## config.mk

```make
export PLATFORM = sky130hd
export DESIGN_NAME = ddp_top
export DESIGN_NICKNAME = d
export VERILOG_FILES = /design/src/logic/ddp_pkg.sv /design/src/logic/ddp_top.sv
export SDC_FILE = /design/constraint.sdc
export NUM_CORES = 1
export LEC_CHECK = 0
export CAP_MARGIN = 10
export CORE_UTILIZATION = 30
export CTS_CLUSTER_SIZE = 16
export DETAILED_ROUTE_END_ITERATION = 12
export DONT_BUFFER_PORTS = 1
export GPL_TIMING_DRIVEN = 0
export PLACE_DENSITY = 0.51
export SETUP_SLACK_MARGIN = 0.3
export SYNTH_ARGS = -nofsm -noshare
export SYNTH_HDL_FRONTEND = slang
export SYNTH_SLANG_ARGS = --single-unit
```

## constraint.sdc

```tcl
create_clock -name MCLK -period 21.3 [get_ports MCLK]
set_input_delay 2.13 -clock MCLK [delete_from_list [all_inputs] [get_ports MCLK]]
set_output_delay 2.13 -clock MCLK [all_outputs]
set_load 0.03 [all_outputs]
```

## src/logic/ddp_pkg.sv

```systemverilog
// ddp_pkg: shared constants and types of the driver diagnostic/protection block
// assumes a 200 MHz system clock; all timer figures are scaled from it
package ddp_pkg;

  // clock rate, driver count and word length
  localparam int CLK_MHZ    = 200;
  localparam int NUM_DRV    = 12;
  localparam int WORD_BITS  = 16;

  // protection delays in microseconds, as printed
  localparam int SC_LONG_US   = 100000;  // short delay, select high
  localparam int SC_SHORT_US  = 12500;   // short delay, select low
  localparam int OV_LONG_US   = 15000;   // overvoltage delay, select high
  localparam int OV_SHORT_US  = 3500;    // overvoltage delay, select low
  localparam int UV_US        = 1000;    // undervoltage delay, chosen value

  // control word bit positions
  localparam int CTL_CLR_BIT  = 0;
  localparam int CTL_DRV_LSB  = 1;

  // control word reset: run, long delays, open-load test off
  localparam logic [15:0] CTRL_RESET = 16'he000;

  // index of each outside-domain input in the synchroniser vector
  localparam int PIN_CS   = 0;
  localparam int PIN_SCK  = 1;
  localparam int PIN_SDI  = 2;
  localparam int PIN_STBY = 3;
  localparam int PIN_PWS  = 4;
  localparam int PIN_PWR  = 5;
  localparam int PIN_TSD  = 6;
  localparam int PIN_TON  = 7;
  localparam int PIN_OV   = 8;
  localparam int PIN_UV   = 9;
  localparam int PIN_OL   = 10;
  localparam int PIN_CL   = PIN_OL + NUM_DRV;
  localparam int NUM_PIN  = PIN_CL + NUM_DRV;

  // idle level of each input: chip select and inhibit pin high
  localparam logic [NUM_PIN-1:0] PIN_RESET = 34'h0_0000_0009;

  // control word as received, LSB first
  typedef struct packed {
    logic                run_en;               // 1 = normal, 0 = software standby
    logic                shutdown_delay_sel;   // 1 = long delays
    logic                open_load_test_en_n;  // 0 = open-load test on
    logic [NUM_DRV-1:0]  drv_on;               // lsd1, hsd1, lsd2 ... hsd6
    logic                fault_clear_cmd;      // 1 = clear latched faults
  } ddp_ctrl_s;

  // status word shifted out, LSB first
  typedef struct packed {
    logic                supply_fail_flag;
    logic                standby_indication;
    logic                short_fault_flag;
    logic [NUM_DRV-1:0]  drv_status;
    logic                temp_prewarn_flag;
  } ddp_stat_s;

endpackage : ddp_pkg

```

## src/logic/ddp_top.sv

```systemverilog
// ddp_top: serial control/status port, supply, short, thermal and inhibit protection
// assumes every input except MCLK/RST comes from outside the clock domain
`timescale 1ns/1ps

module ddp_top
  import ddp_pkg::*;
#(
  parameter int SC_LONG_CYC  = SC_LONG_US * CLK_MHZ,   // short delay, long setting
  parameter int SC_SHORT_CYC = SC_SHORT_US * CLK_MHZ,  // short delay, short setting
  parameter int OV_LONG_CYC  = OV_LONG_US * CLK_MHZ,   // overvoltage delay, long
  parameter int OV_SHORT_CYC = OV_SHORT_US * CLK_MHZ,  // overvoltage delay, short
  parameter int UV_CYC       = UV_US * CLK_MHZ         // undervoltage delay
)
(
  input  wire logic               MCLK,         // system clock, 200 MHz
  input  wire logic               RST,          // async reset, active high
  input  wire logic               CS_N,         // chip select, low = selected
  input  wire logic               SCK,          // serial clock from controller
  input  wire logic               SERIAL_IN,    // serial data in, LSB first
  input  wire logic               INHIBIT_N,    // inhibit pin, low = standby
  input  wire logic               PW_SET,       // prewarning set comparator
  input  wire logic               PW_RESET,     // prewarning reset comparator (cooled)
  input  wire logic               TEMP_SHUT,    // thermal shutdown comparator
  input  wire logic               TEMP_SW_ON,   // switch-on comparator (cooled)
  input  wire logic               SUPPLY_OV,    // supply overvoltage comparator
  input  wire logic               SUPPLY_UV,    // supply undervoltage comparator
  input  wire logic [NUM_DRV-1:0] OPEN_LOAD,    // open-load comparators per driver
  input  wire logic [NUM_DRV-1:0] CUR_LIMIT,    // current limit active per driver
  output logic                    SERIAL_OUT,   // serial data out
  output logic                    SERIAL_OE,    // serial out enable, high = driving
  output logic [NUM_DRV-1:0]      DRV_EN,       // driver enables
  output logic [NUM_DRV-1:0]      TEST_CUR_EN   // open-load test current enables
);

  // parameter sanity
  if (SC_LONG_CYC < 2 || SC_SHORT_CYC < 2 || OV_LONG_CYC < 2 || OV_SHORT_CYC < 2
      || UV_CYC < 2)
  begin : g_bad_param
    $error("ddp_top: delay counts must be at least 2 cycles");
  end

  // three-flop synchroniser with agreement filter
  logic [NUM_PIN-1:0] raw_w;
  logic [NUM_PIN-1:0] s1_q;
  logic [NUM_PIN-1:0] s2_q;
  logic [NUM_PIN-1:0] s3_q;
  logic [NUM_PIN-1:0] flt_q;
  logic [NUM_PIN-1:0] flt_d;

  assign raw_w = {CUR_LIMIT, OPEN_LOAD, SUPPLY_UV, SUPPLY_OV, TEMP_SW_ON, TEMP_SHUT,
                  PW_RESET, PW_SET, INHIBIT_N, SERIAL_IN, SCK, CS_N};
  assign flt_d = (s2_q & s3_q) | (flt_q & (s2_q ^ s3_q)) | (~(s2_q ^ s3_q) & s3_q);

  always_ff @(posedge MCLK or posedge RST)
  begin
    if (RST)
    begin
      s1_q  <= PIN_RESET;
      s2_q  <= PIN_RESET;
      s3_q  <= PIN_RESET;
      flt_q <= PIN_RESET;
    end
    else
    begin
      s1_q  <= raw_w;
      s2_q  <= s1_q;
      s3_q  <= s2_q;
      flt_q <= flt_d;
    end
  end

  // named filtered levels
  logic               cs_n;
  logic               sck;
  logic               sdi;
  logic               stby_pin_n;
  logic               pw_set;
  logic               pw_rst;
  logic               t_shut;
  logic               t_on;
  logic               sup_ov;
  logic               sup_uv;
  logic [NUM_DRV-1:0] ol_w;
  logic [NUM_DRV-1:0] cl_w;

  assign cs_n   = flt_q[PIN_CS];
  assign sck    = flt_q[PIN_SCK];
  assign sdi    = flt_q[PIN_SDI];
  assign stby_pin_n = flt_q[PIN_STBY];
  assign pw_set = flt_q[PIN_PWS];
  assign pw_rst = flt_q[PIN_PWR];
  assign t_shut = flt_q[PIN_TSD];
  assign t_on   = flt_q[PIN_TON];
  assign sup_ov = flt_q[PIN_OV];
  assign sup_uv = flt_q[PIN_UV];
  assign ol_w   = flt_q[PIN_OL +: NUM_DRV];
  assign cl_w   = flt_q[PIN_CL +: NUM_DRV];

  // edge detection on chip select and serial clock
  logic cs_prev_q;
  logic sck_prev_q;
  logic cs_fall;
  logic cs_rise;
  logic sck_rise;
  logic sck_fall;

  assign cs_fall  = cs_prev_q & ~cs_n;
  assign cs_rise  = ~cs_prev_q & cs_n;
  assign sck_rise = ~sck_prev_q & sck & ~cs_n;
  assign sck_fall = sck_prev_q & ~sck & ~cs_n;

  always_ff @(posedge MCLK or posedge RST)
  begin
    if (RST)
    begin
      cs_prev_q  <= 1'b1;
      sck_prev_q <= 1'b0;
    end
    else
    begin
      cs_prev_q  <= cs_n;
      sck_prev_q <= sck;
    end
  end

  // protection state
  ddp_ctrl_s          ctrl_q;
  logic               clr_q;        // one-cycle fault clear pulse
  logic               pwarn_q;      // prewarning flag
  logic               therm_q;      // thermal shutdown latch
  logic               sfail_q;      // supply fail flag
  logic               sup_off_q;    // drivers held off by supply
  logic               sflt_q;       // short flag
  logic [NUM_DRV-1:0] sc_off_q;     // drivers cut by shorts
  logic [NUM_DRV-1:0] sc_trip;
  logic [NUM_DRV-1:0] lim_v;
  logic               standby;
  logic [NUM_DRV-1:0] drv_en_d;
  logic [NUM_DRV-1:0] test_cur_d;
  logic               ol_test;

  assign standby  = ~ctrl_q.run_en | ~stby_pin_n;
  assign drv_en_d = ctrl_q.drv_on & ~sc_off_q
                    & {NUM_DRV{~(sup_off_q | therm_q | standby)}};
  assign ol_test    = ~ctrl_q.open_load_test_en_n;
  assign test_cur_d = {NUM_DRV{ol_test}} & ~ctrl_q.drv_on;
  assign lim_v      = cl_w & DRV_EN;

  // status word assembly
  ddp_stat_s          stat_n;
  logic [15:0]        status_w;
  logic [NUM_DRV-1:0] drv_stat;

  assign drv_stat = (ol_test ? ~ctrl_q.drv_on & ol_w : '0)
                    | (~(ol_test ? ~ctrl_q.drv_on : '0) & DRV_EN);
  assign stat_n.temp_prewarn_flag  = pwarn_q | therm_q;
  assign stat_n.drv_status         = drv_stat;
  assign stat_n.short_fault_flag   = sflt_q;
  assign stat_n.standby_indication = standby;
  assign stat_n.supply_fail_flag   = sfail_q;
  assign status_w = therm_q ? '1 : stat_n;

  // serial shift registers
  logic [15:0] tx_q;
  logic [15:0] rx_q;
  logic [4:0]  cnt_q;
  logic        commit;

  assign commit = cs_rise & (cnt_q >= 5'(WORD_BITS));

  always_ff @(posedge MCLK or posedge RST)
  begin
    if (RST)
    begin
      tx_q       <= '0;
      rx_q       <= '0;
      cnt_q      <= '0;
      SERIAL_OUT <= 1'b0;
      SERIAL_OE  <= 1'b0;
    end
    else
    begin
      SERIAL_OE <= ~cs_n;
      if (cs_fall)
      begin
        tx_q       <= status_w;
        SERIAL_OUT <= status_w[0];
        cnt_q      <= '0;
      end
      else if (sck_rise)
      begin
        tx_q       <= {1'b0, tx_q[15:1]};
        SERIAL_OUT <= tx_q[1];
      end
      if (sck_fall)
      begin
        rx_q <= {sdi, rx_q[15:1]};
        if (cnt_q < 5'(WORD_BITS))
          cnt_q <= cnt_q + 5'h1;
      end
    end
  end

  // control register, applied only on a full word
  always_ff @(posedge MCLK or posedge RST)
  begin
    if (RST)
    begin
      ctrl_q <= CTRL_RESET;
      clr_q  <= 1'b0;
    end
    else
    begin
      if (commit)
        ctrl_q <= rx_q;
      clr_q <= commit & rx_q[CTL_CLR_BIT];
    end
  end

  // thermal flags
  always_ff @(posedge MCLK or posedge RST)
  begin
    if (RST)
    begin
      pwarn_q <= 1'b0;
      therm_q <= 1'b0;
    end
    else
    begin
      pwarn_q <= pw_set | (pwarn_q & ~pw_rst);
      therm_q <= t_shut | (therm_q & ~(clr_q & t_on));
    end
  end

  // supply fail timer
  logic [31:0] sup_cnt_q;
  logic [31:0] sup_dly;
  logic        sup_bad;
  logic        sup_trip;

  assign sup_bad  = sup_ov | sup_uv;
  assign sup_dly  = sup_ov ? (ctrl_q.shutdown_delay_sel ? 32'(OV_LONG_CYC)
                                                         : 32'(OV_SHORT_CYC))
                           : 32'(UV_CYC);
  assign sup_trip = sup_bad & (sup_cnt_q >= sup_dly - 32'h1);

  always_ff @(posedge MCLK or posedge RST)
  begin
    if (RST)
    begin
      sup_cnt_q <= '0;
      sup_off_q <= 1'b0;
      sfail_q   <= 1'b0;
    end
    else
    begin
      sup_cnt_q <= (sup_bad & ~sup_trip) ? sup_cnt_q + 32'h1 : '0;
      sup_off_q <= sup_bad & (sup_trip | sup_off_q);
      sfail_q   <= sup_trip | (sfail_q & ~clr_q);
    end
  end

  // per-driver short timers
  logic [31:0] sc_dly;

  assign sc_dly = ctrl_q.shutdown_delay_sel ? 32'(SC_LONG_CYC)
                                            : 32'(SC_SHORT_CYC);

  for (genvar i = 0; i < NUM_DRV; i++)
  begin : g_short
    logic [31:0] cnt_q;

    assign sc_trip[i] = lim_v[i] & (pwarn_q
                        | (cnt_q >= sc_dly - 32'h1));

    always_ff @(posedge MCLK or posedge RST)
    begin
      if (RST)
      begin
        cnt_q       <= '0;
        sc_off_q[i] <= 1'b0;
      end
      else
      begin
        cnt_q       <= (lim_v[i] & ~sc_trip[i]) ? cnt_q + 32'h1 : '0;
        sc_off_q[i] <= sc_trip[i] | (sc_off_q[i] & ~clr_q);
      end
    end
  end

  // short flag and output registers
  always_ff @(posedge MCLK or posedge RST)
  begin
    if (RST)
    begin
      sflt_q      <= 1'b0;
      DRV_EN      <= '0;
      TEST_CUR_EN <= '0;
    end
    else
    begin
      sflt_q      <= (|sc_trip) | (sflt_q & ~clr_q);
      DRV_EN      <= drv_en_d;
      TEST_CUR_EN <= test_cur_d;
    end
  end
endmodule : ddp_top

```

After elaboration in Yosys (flattened, before gate mapping). Index checks and enable logic that the tools add are counted. W data, S select, Z words.

ROM bits: 0. Register bits: 650. RAM bits: 0. Memories kept: 0. Bits in latches: 0. Input port bits: 36. Output and inout port bits: 26. Logic and storage cells: 234.

Reduce and logical (&&, ||, !) cells: 2. $add $sub $neg: 16. Multipliers: 0. Magnitude comparators: 15. Equal/unequal tests: 0. Divide/modulo/power cells: 0. Bitwise gates (word level): 127. Shift-type cells: 0. Multiplexer cells: 26.

Operator list (number): $add A32 B1 Y32 const B (13); $ge A32 B32 Y1 (13); $mux W32 (13); $and A34 B34 Y34 (3); $and A12 B12 Y12 (6); $or A34 B34 Y34 (2); $and A1 B1 Y1 (52); $mux W16 (3); $mux W22 (2); $not A12 Y12 (3); $not A34 Y34 (1); $or A1 B1 Y1 (34); $xor A34 B34 Y34 (1); $sub A25 B1 Y26 const B (1); $mux W25 (1); $mux W12 (2); $not A1 Y1 (24); $sub A22 B1 Y23 const B (1); $mux W5 (3); $or A12 B12 Y12 (1); $reduce_or A12 Y1 (1); $add A5 B1 Y5 const B (1); $ge A5 B5 Y1 const B (1); $lt A5 B5 Y1 const B (1); other kinds (2) (3).

Longest topological paths before layout. Gate-level depths: netlist (run 1).

Word-level depth: 8. Mapped depth: 12. Depth with buffers taken out: 11.

Worst setup path before layout (run 1). OpenSTA, ideal clock, no wires.

Kind: register to register. Start: register ctrl_q[14] (netlist name). End: register sflt_q. Path buffers: 0. Library setup time: 0.136 ns. Arrival: 4.044 ns. Stages on the path, launching flop included: 10. Clock period less this slack: 4.180 ns. Required time: 21.164 ns. Slack: 17.120 ns. Cell sequence: dfstp_2 > inv_1 > ha_1 > a21oi_1 > o21ai_2 > a2111oi_2 > o2111ai_1 > a2111o_1 > a2111oi_2 > nand4b_1.

Word-level cells in the longest chain between the ends: 7. Elaborated cells between the ends (all ways): 40. Classes of those cells: add/sub (1); order compare (12); mux (1); bitwise (25); reduce/logical (1).

Ends and longest elaborated chain: start: declaration (RTL line ddp_top.sv:127) `ddp_ctrl_s ctrl_q;`; start signal: assignment (RTL line ddp_top.sv:215) `ctrl_q <= rx_q;`; $mux W25 * (RTL line ddp_top.sv:266) `assign sc_dly = ctrl_q.shutdown_delay_sel ? 32'(SC_LONG_CYC)`; $sub A25 B1 Y26 * (RTL line ddp_top.sv:274) `| (cnt_q >= sc_dly - 32'h1));`; $ge A32 B32 Y1 (RTL line ddp_top.sv:274); $or A1 B1 Y1 (RTL line ddp_top.sv:274); $and A1 B1 Y1 (RTL line ddp_top.sv:273) `assign sc_trip[i] = lim_v[i] & (pwarn_q`; $reduce_or A12 Y1 * (RTL line ddp_top.sv:302) `sflt_q <= (|sc_trip) | (sflt_q & ~clr_q);`; $or A1 B1 Y1 * (RTL line ddp_top.sv:302); end signal: assignment (RTL line ddp_top.sv:302); end: declaration (RTL line ddp_top.sv:133) `logic sflt_q;`.

Every way passes the cells marked *; elsewhere a longest branch is shown, timed or not. A chain may end at the register's enable or synchronous reset.

Worst setup path after layout (run 1). Ends and elaborated chain as after synthesis.

==> flow_summary_export.csv, run 1 <==
group,metric,value,unit
synthesis,synth_top_cell_by_area,"dfrtp_1",
route,drcViolationCount,0,
die,dieArea,97550,um^2
sta,worst_slew_pin_slew,0.9746,ns
placed_design,io_buffers,0,
placed_design,gp_congestion,0.7630,
route,dr_wl_met3,2.610,mm
global_route,antenna_found_initial,3,
synthesis,synth_sequential_area_ratio,56.26,%
route,drt_pre_antenna_iters,7,
sta,hold_slack,0.3291,ns
route,wl_per_cell,14.72,um
sta,slew_headroom,35.03,%
flow_run,maxCapViolations,0,
power_and_ir_drop,vdd_drop_max,0.05675,mV
die,core_area,95150,um^2
synthesis,synth.avg_cell_area,11.20,um^2
global_route,grt_pass1_wl,101.6,mm
cts,cts_tree,"done",
global_route,grt_overflow,0,
synthesis,synth-edff-count,0,
power_and_ir_drop,p_switching,0.0006002,W
die,initial_utilization,30.36,%
worst_setup_path,slowest_delay,1.11,ns
sta,setup_slack,16.68,ns
worst_setup_path,criticalPathCategory,"reg -> reg",
worst_setup_path,critical_path.startpoint_type,"flop",
cts,clk_pin_slew,0.06,ns
synthesis,syn-instance-count,2580,
die,fp.dieW,312.3,um
sta,fin_crit,4.620,ns
worst_setup_path,critical-path-slowest-cell,"dfstp_4",
cts,clk-insertion-delay-late,0.62,ns
worst_setup_path,critPathMaxFanout,45,
worst_setup_path,crit_top_cell,"a2111oi_2",
route,wl_met1,29.73,mm
worst_setup_path,arrival,5.06,ns
placed_design,placed_area,30950,um^2
synthesis,syn_area,28890,um^2
power_and_ir_drop,clkPwrFrac,50.0,%
synthesis,synthArstFlopShare,100.0,%
layout,seqCellArea,16260,um^2
route,drt-total-wl,59.86,mm
route,highest_layer,"met4",
power_and_ir_drop,p_sw_share,21.82,%
cts,h-tree-depth,3,
global_route,grt_pass1_vias,18810,
sta,finClkSkew,0.02684,ns
sta,hold_viol_final,0,
synthesis,ys_warn_count,0,
placed_design,hpwl,39.75,mm
route,drtAntennaViolNets,0,
route,vias,18580,
cts,cts_made_buffers,77,
cts,cts_buffer_depth,3,
cts,clock-sinks,649,
power_and_ir_drop,comb_power_share,2.7,%
worst_setup_path,cp.required,21.74,ns
layout,final_area,33630,um^2
synthesis,yosys_register_bits,649,
worst_setup_path,end_kind,"flop",
layout,fin_cells,4068,
die,io_pins,62,
global_route,grt_max_degree,125,
route,routed-wl-met2,26.12,mm
sta,period_share,21.69,%
power_and_ir_drop,powerDensity,81.79,nW/um^2
power_and_ir_drop,p_leak,14.59,nW
sta,slew_violations,0,
die,die_h,312.3,um
sta,grt_setup_unrepaired,"false",
worst_setup_path,path_cells,"inv_4, buf_16, ha_1, a21oi_1, o21ai_2, a2111oi_2, o2111ai_1, a2111o_1, a2111oi_2, nand4b_1",
placed_design,placed_cells,3931,
layout,syn2layout_area_growth,16.39,%
cts,clock-root-buffer,"clkbuf_16",
sta,setup_viol,0,
cts,cts_hold_buf,0,
global_route,grt_util_all_layers,12.75,%
route,vias_per_cell,4.567,
cts,post-cts-setup-buffers,0,
die,num_rows,113,
power_and_ir_drop,p_int,0.002150,W
sta,timing.fmax,216.5,MHz
cts,ctsResizeCount,0,
route,initialDrtViolationCount,1131,
synthesis,synth_area_leaders,"dfrtp_1 55%, ha_1 7.4%, xor2_1 5.9%",
layout,multi_input_area,12510,um^2
layout,post-route-util,35.34,%
layout,final_net_count,2951,
synthesis,synth_top_area_share,55.17,%
placed_design,place_ws,16.67,ns
power_and_ir_drop,pwr-share-seq,47.3,%
layout,drive_above_1_share,8.033,%
layout,fillers,9396,
min_path,holdCritPathClass,"reg -> reg",
synthesis,synthFlopType,"dfrtp_1",
run_status,status,"complete, no violations",
synthesis,ys_types,77,
[registers in the layout, indices dropped and copies added (netlist names), 15 cells and up]
signal,cells
s3_q,34
flt_q,34
rx_q,16
tx_q,16
ctrl_q,15
g_short.cnt_q,384
s2_q,34
s1_q,34
sup_cnt_q,32
[layout by cell type (no fill, tap or decap), types with 8 or more instances in the layout]
cell type,Yosys,final
a211o_1,11,11
a21o_1,52,52
a21oi_1,34,34
a22oi_1,12,12
a31oi_1,11,11
and2_1,11,11
and3_1,71,71
and4_1,20,20
bufinv_16,0,10
clkbuf_1,32,47
clkbuf_16,0,79
clkbuf_8,0,14
clkinv_2,0,8
conb_1,1,81
dfrtp_1,637,637
dfstp_2,12,11
ha_1,170,170
inv_1,50,48
mux2_2,30,30
mux2i_1,27,27
nand2_1,182,182
nand3_1,140,140
nand4_1,67,67
nand4b_1,10,10
nor2_1,433,433
nor2_4,18,18
nor3_1,47,47
nor3b_1,15,15
nor4_1,22,22
o211ai_1,18,18
o21ai_0,39,39
or2_2,8,8
or3_1,8,8
xnor2_1,99,99
xor2_1,193,193
[final timing paths]
kind,slack (ns),end,start,cells after the start
worst max-delay path,16.68,sflt_q,ctrl_q[14],10
worst min-delay path,0.33,s2_q[31],s1_q[31],0
worst max register to register,16.68,sflt_q,ctrl_q[14],10
worst min register to register,0.33,s2_q[31],s1_q[31],0
max in group asynchronous,17.80,flt_q[31],RST,4
min in group asynchronous,1.46,s1_q[26],RST,1
[layout make-up]
cell class | count | area share (%)
Antenna cell | 2 | 0.01488
Clock buffer | 108 | 6.619
Sequential cell | 649 | 48.35
Buffer | 45 | 0.6995
Multi-Input combinational cell | 1915 | 37.20
Clock inverter | 27 | 1.317
Timing Repair Buffer | 6 | 0.4911
Tap cell | 1265 | 4.707
Inverter | 51 | 0.5990
[power groups by stage]
stage	clock [W]	combinational, W	sequential (W)
final	0.00138	0.0000740	0.00130
after global routing	0.00148	0.0000877	0.00131
after CTS	0.00143	0.0000780	0.00130
after detailed placement	0	0.0000777	0.00132
after global placement	0	0.0000732	0.00132
after floorplan	0	0.0000549	0.00131
[logic make-up after synthesis]
logic type               share of synthesized area (%)
other                                          0.01298
AO/OA/AOI/OAI                                    5.868
flip-flops                                       56.26
XOR/XNOR                                         8.852
adder cells (fa/ha/maj)                          7.362
AND/OR/NAND/NOR                                  18.06
multiplexers                                     2.105
buffers and inverters                            1.477
[cell usage after synthesis (all sizes together) (12+ instances only)]
| master | n |
|---|---|
| nor2 | 453 |
| nor3b | 15 |
| xnor2 | 99 |
| nand2 | 182 |
| buf | 13 |
| dfstp | 12 |
| and3 | 72 |
| a21oi | 34 |
| a21o | 52 |
| xor2 | 193 |
| nor3 | 48 |
| ha | 170 |
| o21ai | 40 |
| mux2i | 27 |
| nand4 | 69 |
| clkbuf | 32 |
| nor4 | 22 |
| and4 | 20 |
| dfrtp | 637 |
| inv | 50 |
| nand3 | 140 |
| o211ai | 20 |
| mux2 | 30 |
| a22oi | 12 |
[critical path: cells and delay by family, from the launching register on]
family / cells / cell delay (ns)
buffers and inverters: 2 / 0.71
and+or+nand+nor: 1 / 0.24
DFF: 1 / 1.11
adders and majority gates: 1 / 0.35
AOI/OAI and AO/OA: 6 / 1.96
[layer usage]
metal | GRT usage, % | vias up
met1 | 18.36 | 9041
met5 | 0 | -
met2 | 19.26 | 235
li1 | - | 9207
met3 | 2.747 | 96
met4 | 3.409 | 0
[stage by stage]
stage / setup TNS [ns] / total power, W
5_1_grt: 0 / 0.002869
3_5_place_dp: 0 / 0.001400
3_3_place_gp: -4572.94 / 0.001398
2_1_floorplan: 0 / 0.001367
4_1_cts: 0 / 0.002808
6_report: 0 / 0.002751
(Power assumes the default switching activity.)
==> inputs of run 2 (changes only) <==
--- a/config.mk
+++ b/config.mk
@@ -5,6 +5,7 @@
 export SDC_FILE = /design/constraint.sdc
 export NUM_CORES = 1
 export LEC_CHECK = 0
+export ABC_AREA = 1
 export CAP_MARGIN = 10
 export CORE_UTILIZATION = 30
 export CTS_CLUSTER_SIZE = 16
==> constraint.sdc (replaced) <==
create_clock -name MCLK -period 3.8 [get_ports MCLK]
set_input_delay 0.38 -clock MCLK [delete_from_list [all_inputs] [get_ports MCLK]]
set_output_delay 0.38 -clock MCLK [all_outputs]
set_load 0.03 [all_outputs]
==> run 2 against run 1 <==
Power increased to 5.6 times the previous value. Setup slack got worse by 16 ns. Clock skew up 0.0034 ns. Largest power group is now sequential cells. Global-route usage is 0.84 points higher. Highest routed layer unchanged. Core utilization up 0.49 points. Register-to-register slack worse by 16 ns. Largest cell class unchanged. Combinational power grew to 8.0 times the previous value. Synthesized area rose by 6.0%. Design area is 7.2% higher. Critical endpoint is now g_short[11].cnt_q[9]. Wire length up 14%.
==> flow_summary_export.csv, run 2 <==
group,metric,value,unit
power_and_ir_drop,comb_power_share,3.9,%
min_path,holdCritPathClass,"in -> reg",
sta,setup_tns,0,ns
route,vias_per_cell,4.443,
cts,clock-sinks,649,
synthesis,synth_adder_area_share,6.944,%
sta,worst_slew_pin_slew,0.8337,ns
layout,fillers,10140,
synthesis,ys_types,55,
power_and_ir_drop,p_sw_share,22.85,%
cts,clk_pin_slew,0.06,ns
sta,slew_violations,0,
cts,h-tree-depth,3,
die,die_h,321.5,um
worst_setup_path,crit_buf_inv,6,
cts,clock-root-buffer,"clkbuf_16",
route,drcViolationCount,0,
flow_run,maxCapViolations,0,
synthesis,yosys_register_bits,649,
power_and_ir_drop,p_leak,15.95,nW
sta,period_share,84.08,%
worst_setup_path,end_kind,"flop",
worst_setup_path,cp.required,4.34,ns
power_and_ir_drop,clkPwrFrac,48.0,%
worst_setup_path,reg2reg_from,"ctrl_q[14]",
synthesis,syn_area,30630,um^2
route,initialDrtViolationCount,1303,
synthesis,ys_warn_count,0,
route,wl_per_cell,13.77,um
synthesis,synth_top_family_by_area,"simple AND/OR/NAND/NOR gates",
sta,fin_crit,3.195,ns
global_route,grt_use_met3,2.685,%
die,initial_utilization,30.45,%
worst_setup_path,critical-path-slowest-cell,"dfstp_4",
sta,timing.fmax,313.0,MHz
die,core_area,100600,um^2
worst_setup_path,critical-path-top-delay-family,"flip-flops",
power_and_ir_drop,p_int,0.01183,W
global_route,grt_pass1_vias,21910,
run_status,status,"complete, no violations",
synthesis,synth-simple-area-share,25.18,%
worst_setup_path,crit_top_cell,"nand2_1",
global_route,grt_util_all_layers,13.58,%
power_and_ir_drop,vdd_drop_max,0.2888,mV
cts,cts_tree,"done",
power_and_ir_drop,p_switching,0.003502,W
min_path,whs_path_depth,1,
worst_setup_path,critical_path.startpoint_type,"flop",
worst_setup_path,criticalPathCategory,"reg -> reg",
layout,top_register,"g_short.cnt_q",
sta,hold_viol_final,0,
global_route,grt_max_degree,42,
global_route,globalRouteMet2Util,21.09,%
placed_design,placed_area,33070,um^2
global_route,antenna_found_initial,0,
worst_setup_path,arrival,3.74,ns
global_route,grt_pass1_wl,114.5,mm
sta,slew_headroom,44.30,%
global_route,grt_overflow,0,
synthesis,synth_commonest_cells,"637 x dfrtp_1, 624 x nand2_1, 518 x nor2_1",
synthesis,syn-instance-count,3316,
route,drt_pre_antenna_iters,5,
layout,largest_reg_flops,384,
synthesis,synth_sequential_area_ratio,53.07,%
die,num_rows,116,
synthesis,synthFlopType,"dfrtp_1",
power_and_ir_drop,fin_total_pwr,0.01533,W
min_path,whs_endpoint,"s1_q[23]",
placed_design,gp_congestion,0.8043,
synthesis,synth.avg_cell_area,9.237,um^2
die,fp.dieW,321.5,um
power_and_ir_drop,powerDensity,425.3,nW/um^2
sta,grt_setup_unrepaired,"false",
min_path,hold_start,"CUR_LIMIT[1]",
sta,finClkSkew,0.03024,ns
layout,final_area,36040,um^2
synthesis,synth_top_cell_by_area,"dfrtp_1",
layout,final_net_count,3742,
die,io_pins,62,
worst_setup_path,path_cells,"clkinvlp_4, buf_4, buf_12, ha_1, nand2_1, inv_1, o21ai_0, nand2_1, nand2_1, nand2_1, nand2_1, nand2_1, nor2_1, inv_2, buf_2, a211oi_1",
route,vias,22010,
synthesis,synth_most_common_cell,"dfrtp_1",
layout,diodes,0,
sta,setup_viol,0,
cts,cts_made_buffers,75,
cts,cts_buffer_depth,3,
synthesis,synth-compound-area-share,5.592,%
layout,final_common_cell,"dfrtp_1",
synthesis,synth-edff-count,0,
synthesis,synth_xor_area_share,4.118,%
route,drt-total-wl,68.18,mm
layout,final_cell_mix,"637 x dfrtp_1, 624 x nand2_1, 518 x nor2_1",
worst_setup_path,reg2reg_setup_slack,0.60,ns
global_route,met1_usage,18.93,%
worst_setup_path,critPathMaxFanout,12,
global_route,busiest_layer,"met2",
worst_setup_path,reg2reg_to,"g_short[11].cnt_q[9]",
synthesis,synth_top_area_share,52.04,%
placed_design,io_buffers,0,
synthesis,synthArstFlopShare,100.0,%
layout,syn2layout_area_growth,17.67,%
route,drtAntennaViolNets,0,
synthesis,synthMuxAreaShare,0.4044,%
placed_design,hpwl,47.63,mm
die,dieArea,103400,um^2
synthesis,synth_area_leaders,"dfrtp_1 52%, nand2_1 7.6%, ha_1 6.9%",
layout,drive_above_1_share,9.316,%
power_and_ir_drop,pwr-share-seq,48.1,%
worst_setup_path,slowest_delay,0.87,ns
cts,clk-insertion-delay-late,0.64,ns
worst_setup_path,reg2regPathDepth,16,
worst_setup_path,crit_cells,16,
run 2: final cells by class:
class,count,area (um^2),share of cell area [%]
sequential,649,16260,45.11
multi-input combinational,2377,13240,36.74
clock buffer,108,2172,6.027
tap,1357,1698,4.711
inverter,323,1220,3.385
timing repair buffer,63,875.8,2.430
clock inverter,29,355.3,0.9859
buffer,47,220.2,0.6110
run 2: routing by layer:
| metal | wire (um) | vias up |
|---|---|---|
| li1 | - | 11220 |
| met1 | 33750 | 10410 |
| met2 | 29680 | 271 |
| met3 | 2975 | 110 |
| met4 | 1781 | 0 |
| met5 | 0 | - |
run 2: kinds of logic (layout without fill, tap and decap cells):
logic type,after synthesis,in the layout
flip-flops,649,649
other,1,81
AND/OR/NAND/NOR,1674,1674
XOR/XNOR,144,144
adder cells (fa/ha/maj),170,170
buffers and inverters,370,570
AO/OA/AOI/OAI,297,297
multiplexers,11,11
run 2: repair_timing:
action                     CTS  global route
hold buffers                35             0
gates resized for setup      0             0
buffers inserted             6             1
hold endpoints to repair    64             0
setup endpoints to repair  325            55
pin swaps                    0             0
run 2: power by group through the flow:
stage	Clock, W	Combinational [W]	Sequential [W]
after floorplan	0	0.000392	0.00744
after global placement	0	0.000519	0.00752
after detailed placement	0	0.000579	0.00750
after CTS	0.00763	0.000611	0.00738
after global routing	0.00790	0.000699	0.00741
final	0.00736	0.000594	0.00737
run 2: worst max path at each step:
stage                          start              endpoint  slack, ns
final                     ctrl_q[14]  g_short[11].cnt_q[9]       0.60
after global routing      ctrl_q[14]  g_short[11].cnt_q[6]       0.34
after CTS                 ctrl_q[14]   g_short[1].cnt_q[9]       0.42
after detailed placement  ctrl_q[14]   g_short[1].cnt_q[9]      -0.46
after global placement           RST   g_short[1].cnt_q[6]      -9.65
after floorplan                  RST             DRV_EN[0]      -5.44
run 2: per-stage QoR:
| step | hold WS [ns] | instances | worst slack (ns) | util, % |
|---|---|---|---|---|
| after floorplan | 0.3312 | 3396 | -5.439 | - |
| after global placement | 0.3339 | 4753 | -9.652 | 32.45 |
| after detailed placement | 0.3347 | 4774 | -0.4628 | 32.88 |
| after CTS | 0.2453 | 4952 | 0.4218 | 35.81 |
| after global routing | 0.2679 | 4953 | 0.3433 | 35.83 |
| final | 0.2989 | 4953 | 0.6049 | 35.83 |
